===== config.mk =====
export PLATFORM = sky130hd
export DESIGN_NAME = rbbo_core
export DESIGN_NICKNAME = d
export VERILOG_FILES = /design/src/verilog/rbbo_core.v /design/src/verilog/rbbo_bank_addr.v
export VERILOG_INCLUDE_DIRS = /design/src /design/src/shared
export SDC_FILE = /design/constraint.sdc
export NUM_CORES = 1
export LEC_CHECK = 0
export BUFFER_PORTS_ARGS = -buffer_cell sky130_fd_sc_hd__buf_2
export CELL_PAD_IN_SITES_DETAIL_PLACEMENT = 0
export CELL_PAD_IN_SITES_GLOBAL_PLACEMENT = 2
export CORE_ASPECT_RATIO = 0.7
export CORE_MARGIN = 2
export CORE_UTILIZATION = 34
export DETAILED_ROUTE_END_ITERATION = 7
export GPL_TIMING_DRIVEN = 0
export PLACE_DENSITY_LB_ADDON = 0.1
export SYNTH_ARGS = -nofsm -noshare
export SYNTH_HDL_FRONTEND = slang
export SYNTH_SLANG_ARGS = --single-unit

===== constraint.sdc =====
create_clock -name mclk -period 7.5 [get_ports mclk]
set_input_delay 0.375 -clock mclk [delete_from_list [all_inputs] [get_ports mclk]]
set_output_delay 0.375 -clock mclk [all_outputs]
set_load 0.01 [all_outputs]

===== src/shared/rbbo_defines.vh =====
// Contract
// - jump target is incremented pc plus twice offset
// - jump opcode is 1101, zero, 11-bit offset
// - jump takes two cycles, second is nop
// - opcode 1000 sets bit b of register f
// - access bit picks quick bank or pointer bank
// - extended set, a zero, f<=95 uses indexed offset
`ifndef RBBO_DEFINES_VH
`define RBBO_DEFINES_VH

// ********************************
// instruction cycle phases
// ********************************
`define RBBO_Q1 2'h0
`define RBBO_Q2 2'h1
`define RBBO_Q3 2'h2
`define RBBO_Q4 2'h3

// ********************************
// opcode fields
// ********************************
`define RBBO_OPC_HI 15
`define RBBO_OPC_LO 12
`define RBBO_OPC_JUMP 4'hd
`define RBBO_OPC_BSET 4'h8
`define RBBO_OPC_SKIPCLR 4'hb
`define RBBO_OPC_SKIPSET 4'ha
`define RBBO_JUMP_ZBIT 11
`define RBBO_JUMP_OFF_HI 10
`define RBBO_BIT_HI 11
`define RBBO_BIT_LO 9
`define RBBO_ACC_BIT 8
`define RBBO_FILE_HI 7
`define RBBO_FILE_LO 0

// ********************************
// data addressing
// ********************************
`define RBBO_INDEX_MAX 8'h5f
`define RBBO_ACCESS_SPLIT 8'h60
`define RBBO_ACCESS_HI_BANK 4'hf
`define RBBO_ACCESS_LO_BANK 4'h0

// ********************************
// skip and pc
// ********************************
`define RBBO_SKIP_ONE 2'h1
`define RBBO_SKIP_TWO 2'h2
`define RBBO_NOP_NONE 2'h0
`define RBBO_PC_STEP 2'h2
`define RBBO_PC_RESET 16'h0000

`endif


===== src/verilog/rbbo_core.v =====
`timescale 1ns/1ns
`include "rbbo_defines.vh"

module rbbo_core
#(
	parameter PC_W = 21
)
(
	mclk,
	sys_rst,
	instr_word,
	next_two_word,
	bank_select_pointer,
	ext_instr_en,
	index_base,
	dmem_rdata,
	q_phase,
	pc,
	pc_load,
	discard_fetch,
	exec_nop,
	decode_hit,
	dmem_addr,
	dmem_rd_en,
	dmem_wr_en,
	dmem_wdata
);
	input wire mclk;
	input wire sys_rst;
	input wire [15:0] instr_word;
	input wire next_two_word;
	input wire [3:0] bank_select_pointer;
	input wire ext_instr_en;
	input wire [11:0] index_base;
	input wire [7:0] dmem_rdata;
	output wire [1:0] q_phase;
	output wire [PC_W-1:0] pc;
	output wire pc_load;
	output wire discard_fetch;
	output wire exec_nop;
	output wire decode_hit;
	output wire [11:0] dmem_addr;
	output wire dmem_rd_en;
	output wire dmem_wr_en;
	output wire [7:0] dmem_wdata;

	localparam OP_NONE = 3'h0;
	localparam OP_JUMP = 3'h1;
	localparam OP_BSET = 3'h2;
	localparam OP_SKIPCLR = 3'h3;
	localparam OP_SKIPSET = 3'h4;
	localparam OP_NOP = 3'h5;

	// ********************************
	// decode
	// ********************************
	function [2:0] rbbo_decode;
		input [15:0] word;
		begin
			case (word[`RBBO_OPC_HI:`RBBO_OPC_LO])
				`RBBO_OPC_JUMP:
					rbbo_decode = word[`RBBO_JUMP_ZBIT] ? OP_NONE : OP_JUMP;
				`RBBO_OPC_BSET:
					rbbo_decode = OP_BSET;
				`RBBO_OPC_SKIPCLR:
					rbbo_decode = OP_SKIPCLR;
				`RBBO_OPC_SKIPSET:
					rbbo_decode = OP_SKIPSET;
				default:
					rbbo_decode = OP_NONE;
			endcase
		end
	endfunction

	reg [1:0] q_reg;
	reg [1:0] q_next;
	reg [2:0] op_reg;
	reg [2:0] op_next;
	reg [15:0] word_reg;
	reg [15:0] word_next;
	reg [1:0] nop_cnt_reg;
	reg [1:0] nop_cnt_next;
	reg [PC_W-1:0] pc_reg;
	reg [PC_W-1:0] pc_next;
	reg pc_load_reg;
	reg pc_load_next;
	reg discard_reg;
	reg discard_next;
	reg [7:0] data_reg;
	reg [7:0] data_next;
	reg [11:0] addr_reg;
	reg [11:0] addr_next;
	reg rd_en_reg;
	reg rd_en_next;
	reg wr_en_reg;
	reg wr_en_next;
	reg [7:0] wdata_reg;
	reg [7:0] wdata_next;

	wire [11:0] ea;
	wire [7:0] bit_mask;
	wire tested_bit;
	wire [11:0] jump_off2;
	wire [PC_W-1:0] jump_ext;

	rbbo_bank_addr u_bank_addr
	(
		.file_addr(word_reg[`RBBO_FILE_HI:`RBBO_FILE_LO]),
		.access_bit(word_reg[`RBBO_ACC_BIT]),
		.bank_select_pointer(bank_select_pointer),
		.ext_instr_en(ext_instr_en),
		.index_base(index_base),
		.data_addr(ea),
		.indexed_mode()
	);

	assign bit_mask = 8'h01 << word_reg[`RBBO_BIT_HI:`RBBO_BIT_LO];
	assign tested_bit = |(data_reg & bit_mask);
	// offset doubled, sign kept; reach is -1024..1023 words
	assign jump_off2 = {word_reg[`RBBO_JUMP_OFF_HI:0], 1'b0};
	assign jump_ext = {{(PC_W-12){jump_off2[11]}}, jump_off2};

	// ********************************
	// phase sequencing
	// ********************************
	always @*
	begin
		q_next = q_reg + 2'h1;
		op_next = op_reg;
		word_next = word_reg;
		nop_cnt_next = nop_cnt_reg;
		pc_next = pc_reg;
		pc_load_next = 1'b0;
		discard_next = 1'b0;
		data_next = data_reg;
		addr_next = addr_reg;
		rd_en_next = 1'b0;
		wr_en_next = 1'b0;
		wdata_next = wdata_reg;
		case (q_reg)
			`RBBO_Q1:
			begin
				// fetch pointer moves on every cycle, nop or not
				pc_next = pc_reg + {{(PC_W-2){1'b0}}, `RBBO_PC_STEP};
				if (nop_cnt_reg != `RBBO_NOP_NONE)
				begin
					// the fetched word is thrown away, not decoded
					op_next = OP_NOP;
					nop_cnt_next = nop_cnt_reg - 2'h1;
				end
				else
				begin
					op_next = rbbo_decode(instr_word);
					word_next = instr_word;
				end
			end
			`RBBO_Q2:
			begin
				if (op_reg == OP_BSET || op_reg == OP_SKIPCLR || op_reg == OP_SKIPSET)
				begin
					addr_next = ea;
					rd_en_next = 1'b1;
				end
			end
			`RBBO_Q3:
			begin
				if (op_reg == OP_BSET || op_reg == OP_SKIPCLR || op_reg == OP_SKIPSET)
					data_next = dmem_rdata;
			end
			`RBBO_Q4:
			begin
				case (op_reg)
					OP_JUMP:
					begin
						// pc already holds the incremented address
						pc_next = pc_reg + jump_ext;
						pc_load_next = 1'b1;
						discard_next = 1'b1;
						nop_cnt_next = `RBBO_SKIP_ONE;
					end
					OP_BSET:
					begin
						wr_en_next = 1'b1;
						wdata_next = data_reg | bit_mask;
					end
					OP_SKIPCLR, OP_SKIPSET:
					begin
						if (tested_bit == (op_reg == OP_SKIPSET))
						begin
							discard_next = 1'b1;
							nop_cnt_next = next_two_word ? `RBBO_SKIP_TWO : `RBBO_SKIP_ONE;
						end
					end
					default:
					begin
						nop_cnt_next = nop_cnt_reg;
					end
				endcase
			end
			default:
			begin
				q_next = `RBBO_Q1;
			end
		endcase
	end

	// ********************************
	// state registers
	// ********************************
	always @(posedge mclk)
	begin
		if (sys_rst)
		begin
			q_reg <= `RBBO_Q1;
			op_reg <= OP_NONE;
			word_reg <= 16'h0000;
			nop_cnt_reg <= `RBBO_NOP_NONE;
			pc_reg <= {{(PC_W-16){1'b0}}, `RBBO_PC_RESET};
			pc_load_reg <= 1'b0;
			discard_reg <= 1'b0;
			data_reg <= 8'h00;
			addr_reg <= 12'h000;
			rd_en_reg <= 1'b0;
			wr_en_reg <= 1'b0;
			wdata_reg <= 8'h00;
		end
		else
		begin
			q_reg <= q_next;
			op_reg <= op_next;
			word_reg <= word_next;
			nop_cnt_reg <= nop_cnt_next;
			pc_reg <= pc_next;
			pc_load_reg <= pc_load_next;
			discard_reg <= discard_next;
			data_reg <= data_next;
			addr_reg <= addr_next;
			rd_en_reg <= rd_en_next;
			wr_en_reg <= wr_en_next;
			wdata_reg <= wdata_next;
		end
	end

	// ********************************
	// outputs
	// ********************************
	// no status flag port: none of these operations touch flags
	assign q_phase = q_reg;
	assign pc = pc_reg;
	assign pc_load = pc_load_reg;
	assign discard_fetch = discard_reg;
	assign exec_nop = (op_reg == OP_NOP);
	assign decode_hit = (op_reg != OP_NONE) && (op_reg != OP_NOP);
	assign dmem_addr = addr_reg;
	assign dmem_rd_en = rd_en_reg;
	assign dmem_wr_en = wr_en_reg;
	assign dmem_wdata = wdata_reg;
endmodule


===== src/verilog/rbbo_bank_addr.v =====
`timescale 1ns/1ns
`include "rbbo_defines.vh"

module rbbo_bank_addr
(
	file_addr,
	access_bit,
	bank_select_pointer,
	ext_instr_en,
	index_base,
	data_addr,
	indexed_mode
);
	input wire [7:0] file_addr;
	input wire access_bit;
	input wire [3:0] bank_select_pointer;
	input wire ext_instr_en;
	input wire [11:0] index_base;
	output reg [11:0] data_addr;
	output wire indexed_mode;

	// ********************************
	// bank selection
	// ********************************
	assign indexed_mode = ext_instr_en & ~access_bit & (file_addr <= `RBBO_INDEX_MAX);

	always @*
	begin
		if (indexed_mode)
			data_addr = index_base + {4'h0, file_addr};
		else if (access_bit)
			data_addr = {bank_select_pointer, file_addr};
		else if (file_addr < `RBBO_ACCESS_SPLIT)
			data_addr = {`RBBO_ACCESS_LO_BANK, file_addr};
		else
			data_addr = {`RBBO_ACCESS_HI_BANK, file_addr};
	end
endmodule


==> key figures, run 1 <==
Die
  – Starting density of the core: 34.5%
  – DIE AREA: 14200 sq um
  – I/O pin cnt: 93
  – X dimension of the die: 141 um
  – Overall die height: 100 um
  – Area of the core region: 13100 sq um
  – FP Rows: 35

Placed design
  – Detailed placement HPWL: 10800 um
  – Post-Place Cells: 832
  – IO buf count: 91
  – Final weighted congestion in routability-driven placement: 0.824

Yosys
  – Flip-flop and latch count after synthesis: 71
  – Number of flops mapped to enable cells by yosys: 0
  – Largest cells by area after synthesis: dfxtp_1 (32%), nand2_1 (6.4%), ha_1 (6.4%)
  – Share of the synthesized netlist area taken by xor and xnor gates: 2.92%
  – Combinational family with the most area after synthesis: simple AND/OR/NAND/NOR gates
  – Simple-gate share of the synthesized area: 24.6%
  – Number of distinct library cell variants in the gate-level netlist after synthesis: 73
  – Syn Std Cell Area: 4500 sq um
  – Net count of the mapped netlist: 644
  – Mean instance size in the synthesized netlist: 7.82 sq um
  – Number of warnings issued by yosys: 0
  – Most instantiated library cell after synthesis: nand2_1
  – Cell types with the highest counts after synthesis: nand2_1 (77), dfxtp_1 (71), a21oi_1 (57)
  – Portion of synthesized cell area occupied by the leading cell type: 31.6%
  – Compound-gate portion of the synthesized area: 23.6%
  – Synthesized netlist cell count: 575
  – Most area-hungry cell type in the Yosys netlist: dfxtp_1
  – Post-synth top flop: dfxtp_1
  – Post-synthesis async set-or-reset flop share: 0%
  – Seq/Total Area, Yosys: 31.6%
  – Share of synthesized area spent on multiplexers: 4.81%
  – Adder-cell share of the synthesized area: 7.29%

Clock tree
  – Clock latency reported for the late side of the worst-skew pair: 0.34 ns
  – Deepest clock path buffer count: 2
  – Hold bufs inserted after CTS: 0
  – Clock H-tree levels: 3
  – Number of buffers inserted during clock tree synthesis: 9
  – # Post-CTS Setup Buffers: 0
  – Clock Sinks: 71
  – Clock Tree Root: clkbuf_16
  – Clock transition at the registers of the reported paths: 0.06 ns
  – Cts repair resizes: 0
  – TritonCTS clock tree: yes

Final layout
  – Number of nets in the layout: 746
  – Number of flip-flops under the largest register name: 20
  – Multi-input gate area in the final layout: 2850 sq um
  – Number of non-filler instances in the completed layout: 848
  – P&R area growth vs syn: 22.7%
  – Seq. cell area: 1420 sq um
  – Number of fill cells: 1423
  – Diodes inserted: 0
  – Share of final-layout standard cells stronger than drive strength 1: 20.7%

Flow run
  – Max-capacitance violation count: 0

Route
  – Post-DR wirelength/cell: 16.6 um
  – Wire length on met1: 7120 um
  – Ratio of routed vias to standard cells: 5.34
  – Final antenna-violating net count: 0
  – Met2 layer wire length in the routed design: 6080 um
  – DRC violations left: 0
  – Via count: 4527
  – Uppermost routed layer: met4
  – Detailed Route WL: 14100 um
  – First-pass iteration count of the detailed router: 5
  – Iteration-0 DRC Markers: 219
  – Met3 layer wire length in the routed design: 762 um

Worst setup path
  – Worst stage delay on the critical path: 0.46 ns
  – Kind of launch point of the worst setup path: flop
  – Critical setup path kind: flop to flop
  – Kind of cell with the highest combined delay on the critical path: adder cells
  – Worst path arrival time: 3.89 ns
  – Count of buffer and inverter cells on the critical path: 2
  – CP required: 7.72 ns
  – Chain of cells forming the critical path: ha_1, buf_2, clkbuf_1, nand2b_1, ha_1, fa_1, a211oi_2, o21ai_1, a211oi_2, mux2i_1, xnor2_1, nor2_1
  – Biggest fanout along the worst timing path: 10
  – Cell with the largest stage delay on the worst path: fa_1
  – Crit path capture type: flop

Global route
  – Number of antenna violations at the first check in global routing: 0
  – GRT Util Overall: 19.8%
  – Global route overflow: 0
  – Vias in the first global route: 4171
  – Largest net degree at the start of global routing: 13
  – Global-route wire length before repair: 22100 um

Timing
  – Portion of the clock cycle consumed by the worst path in the final layout: 48.9%
  – Setup_tns: 0 ns
  – Final-report setup violation count: 0
  – Maximum clock rate: 272 MHz
  – Number of max-slew violations in the final report: 0
  – Setup repair after global routing missed its margin: false
  – Min Clock Period, post-route: 3.67 ns
  – Tightest slew margin relative to the limit: 51.9%
  – Worst Max-Slew Pin Slew: 0.721 ns
  – Final hold viol count: 0
  – Layout Skew: 0.00629 ns

Pwr
  – Power after layout: 0.00119 W
  – Maximum ir drop on the vdd rail: 0.108 mV
  – Leakage power total: 2.48 nW
  – Power Density: 216 nW/um^2

Min path
  – Min-delay worst type: primary input to flop

Status
  – Run status: completed
==> worst reg2reg max path, stage by stage (launching register included) <==
cell      delay, ns
dfxtp_1        0.40
ha_1           0.34
buf_2          0.30
clkbuf_1       0.31
nand2b_1       0.11
ha_1           0.24
fa_1           0.46
a211oi_2       0.30
o21ai_1        0.18
a211oi_2       0.43
mux2i_1        0.29
xnor2_1        0.14
nor2_1         0.05
==> area by class of cell <==
type | instances | share of cell area [%]
well taps | 166 | 3.76
inverters | 21 | 1.43
repair buffers | 91 | 8.25
flip-flops and latches | 71 | 25.8
plain buffers | 32 | 2.74
multi-input cells | 451 | 51.6
clock buffers | 11 | 4.58
clock inverters | 5 | 1.88
==> metal layers <==
layer / vias up / global-route usage, %
met4: 0 / 3.69
met5: - / 0
li1: 2272 / -
met2: 110 / 30.2
met3: 11 / 3.96
met1: 2134 / 29.2
==> cell usage in the layout, fill, tap and decap left out, types with 6 or more instances in the layout <==
cell       count
buf_2        104
nand2_1       77
dfxtp_1       71
a21oi_1       57
nor2_1        55
o21ai_0       23
ha_1          23
inv_1         20
nor3_1        20
mux2i_1       16
clkbuf_1      15
nand3_1       12
xnor2_1       12
and2_1        11
o211ai_1      10
a31oi_1       10
clkbuf_16      9
a211oi_1       8
nor2b_1        7
or3_1          6
==> logic make-up (layout without fill, tap and decap cells) <==
group,after synthesis,in the layout
AOI/OAI and AO/OA,162,162
xor gates and xnor gates,15,15
adders and majority gates,25,25
buffers and inverters,53,160
DFF,71,71
muxes,21,21
other,1,1
and+or+nand+nor,227,227
==> worst paths after layout <==
path	from	depth (start not counted)	slack [ns]	to
min	dmem_rdata[1]	3	0.27	data_reg[1]$_SDFFE_PP0P_
min reg2reg	dmem_addr[2]$_SDFFE_PP0P_	2	0.46	dmem_addr[2]$_SDFFE_PP0P_
max reg2reg	q_phase[0]$_SDFF_PP0_	12	3.83	pc[11]$_SDFFE_PP0P_
max	q_phase[0]$_SDFF_PP0_	12	3.83	pc[11]$_SDFFE_PP0P_
==> report_power, final <==
group / total (W) / internal, W / switching (W)
sequential: 0.000430 / 0.000402 / 0.0000279
combinational: 0.000247 / 0.0000946 / 0.000153
clock: 0.000517 / 0.000343 / 0.000174
==> per-stage QoR <==
step	utilization [%]	setup WS (ns)	area, sq um	hold slack, ns
2_1_floorplan	-	4.47	4500	0.461
3_3_place_gp	39.6	3.80	5160	0.451
3_5_place_dp	39.6	3.82	5160	0.460
4_1_cts	42.3	3.79	5520	0.261
5_1_grt	42.3	3.47	5520	0.282
6_report	42.3	3.83	5520	0.271
(Power assumes the default switching activity.)
==> run 2, diff against run 1 <==
--- a/config.mk
+++ b/config.mk
@@ -11,7 +11,7 @@
 export CELL_PAD_IN_SITES_GLOBAL_PLACEMENT = 2
 export CORE_ASPECT_RATIO = 0.7
 export CORE_MARGIN = 2
-export CORE_UTILIZATION = 34
+export CORE_UTILIZATION = 29
 export DETAILED_ROUTE_END_ITERATION = 7
 export GPL_TIMING_DRIVEN = 0
 export PLACE_DENSITY_LB_ADDON = 0.1
==> constraint.sdc (replaced) <==
create_clock -name mclk -period 3.3 [get_ports mclk]
set_input_delay 0.165 -clock mclk [delete_from_list [all_inputs] [get_ports mclk]]
set_output_delay 0.165 -clock mclk [all_outputs]
set_load 0.01 [all_outputs]
==> key figures, run 2 (synthesis results as in run 1) <==
Clock tree
  – Clock transition at the registers of the reported paths: 0.06 ns
  – Clock latency reported for the late side of the worst-skew pair: 0.35 ns
  – Number of buffers inserted during clock tree synthesis: 9
  – Hold bufs inserted after CTS: 0
  – Clock Tree Root: clkbuf_16
  – Deepest clock path buffer count: 2
  – TritonCTS clock tree: yes
  – Clock Sinks: 71
  – Clock H-tree levels: 3

Final layout
  – Multi-input gate area in the final layout: 2870 sq um
  – Seq. cell area: 1420 sq um
  – Number of nets in the layout: 748
  – End-of-flow core utilization: 36.1%
  – Final standard cell area without fillers: 5530 sq um
  – Share of final-layout standard cells stronger than drive strength 1: 21.8%
  – Number of fill cells: 1640
  – Number of flip-flops under the largest register name: 20
  – Commonest cells after routing, fill and taps aside: buf_2 (103), nand2_1 (77), dfxtp_1 (69)
  – Most common cell after layout, fill and taps aside: buf_2
  – P&R area growth vs syn: 22.9%
  – Diodes inserted: 0

Route
  – Iteration-0 DRC Markers: 240
  – Via count: 4523
  – First-pass iteration count of the detailed router: 5
  – Ratio of routed vias to standard cells: 5.12
  – Post-DR wirelength/cell: 16.8 um
  – Detailed Route WL: 14900 um
  – DRC violations left: 0
  – Final antenna-violating net count: 0

Global route
  – Global-route wire length before repair: 24400 um
  – Met3 track demand over resource in global routing: 4.25%
  – Fraction of met2 tracks used by global routing: 29.5%
  – Global route overflow: 0
  – Vias in the first global route: 4683
  – Largest net degree at the start of global routing: 14
  – Top Usage Layer GRT: met2
  – GRT Util Overall: 18.8%
  – GRT met1 Usage: 26.0%
  – Number of antenna violations at the first check in global routing: 0

Placed design
  – Detailed placement HPWL: 11500 um
  – IO buf count: 91
  – Area of placed instances: 5200 sq um
  – Worst setup timing slack at the placement stage: -0.417 ns
  – Final weighted congestion in routability-driven placement: 0.833

Worst setup path
  – Biggest fanout along the worst timing path: 10
  – Worst-case reg-to-reg path depth: 12
  – Crit path capture type: flop
  – Kind of launch point of the worst setup path: flop
  – Critical setup path kind: flop to flop
  – Worst path arrival time: 3.37 ns
  – CP required: 3.53 ns

Die
  – I/O pin cnt: 93
  – X dimension of the die: 153 um
  – Overall die height: 108 um
  – Area of the core region: 15300 sq um
  – DIE AREA: 16500 sq um
  – Starting density of the core: 29.4%
  – FP Rows: 38

Pwr
  – Power Density: 453 nW/um^2
  – Maximum ir drop on the vdd rail: 0.226 mV
  – Leakage power total: 2.46 nW

Timing
  – Maximum clock rate: 318 MHz
  – Portion of the clock cycle consumed by the worst path in the final layout: 95.2%
  – Final-report setup violation count: 0
  – Min Clock Period, post-route: 3.14 ns
  – Worst Max-Slew Pin Slew: 0.761 ns
  – Setup_tns: 0 ns
  – Post-route worst setup slack: 0.159 ns
  – Tightest slew margin relative to the limit: 49.3%
  – Layout Skew: 0.00700 ns
  – Worst hold slack after final layout: 0.0471 ns
  – Setup repair after global routing missed its margin: false
  – Number of max-slew violations in the final report: 0
  – Final hold viol count: 0

Min path
  – Number of cells traversed by the worst hold path: 3
  – Min-delay worst type: primary input to flop

Flow run
  – Max-capacitance violation count: 0

Status
  – Run status: completed
[run 2: cell count changes in the layout (fill, tap and decap cells not counted), sizes merged]
cell,change
bufinv,-3
buf,+2
clkinv,+2
clkbuf,-1
clkinvlp,+1
inv,+1
[run 2: final cells by class]
type	instances	area share (%)
timing repair buffer	93	8.51
clock inverter	6	0.792
inverter	21	1.43
tap	200	4.52
sequential	71	25.7
buffer	32	2.85
multi-input combinational	451	51.8
clock buffer	10	4.32
[run 2: per-layer routing]
layer	wire, um	up-vias
li1	-	2274
met1	7570	2124
met2	6370	102
met3	657	23
met4	266	0
met5	0	-
[run 2: worst max-delay path: stages (launching register included)]
cell and delay (ns):
dfxtp_2 0.39, ha_4 0.20, buf_4 0.19, clkbuf_4 0.21, nand2b_1 0.08, ha_1 0.23, fa_2 0.39, a211oi_2 0.32
o21ai_2 0.15, a21oi_1 0.18, o22ai_1 0.15, mux2i_1 0.21, mux2_1 0.33
[run 2: path summary, 6_finish.rpt]
check                       startpoint                   endpoint  slack (ns)
min reg2reg  dmem_addr[2]$_SDFFE_PP0P_  dmem_addr[2]$_SDFFE_PP0P_        0.47
min                      dmem_rdata[0]   data_reg[0]$_SDFFE_PP0P_        0.05
max              q_phase[0]$_SDFF_PP0_        pc[17]$_SDFFE_PP0P_        0.16
max reg2reg      q_phase[0]$_SDFF_PP0_        pc[17]$_SDFFE_PP0P_        0.16
[run 2: per-stage QoR]
stage                     std cells  total power [W]
final                           884          0.00251
after floorplan                 575          0.00136
after detailed placement        866          0.00156
after global placement          866          0.00156
after global routing            884          0.00266
after CTS                       884          0.00253
[run 2: where the power goes]
group	switching, W	internal, W
combinational	0.000351	0.000217
sequential	0.0000636	0.000914
clock	0.000428	0.000533
total	0.000843	0.00166
[run 2: what timing repair did]
action                                  CTS  global route
endpoints found under the setup margin   10             5
gates resized for setup                   6             3
setup buffers                             2             0
pin swaps                                 2             1
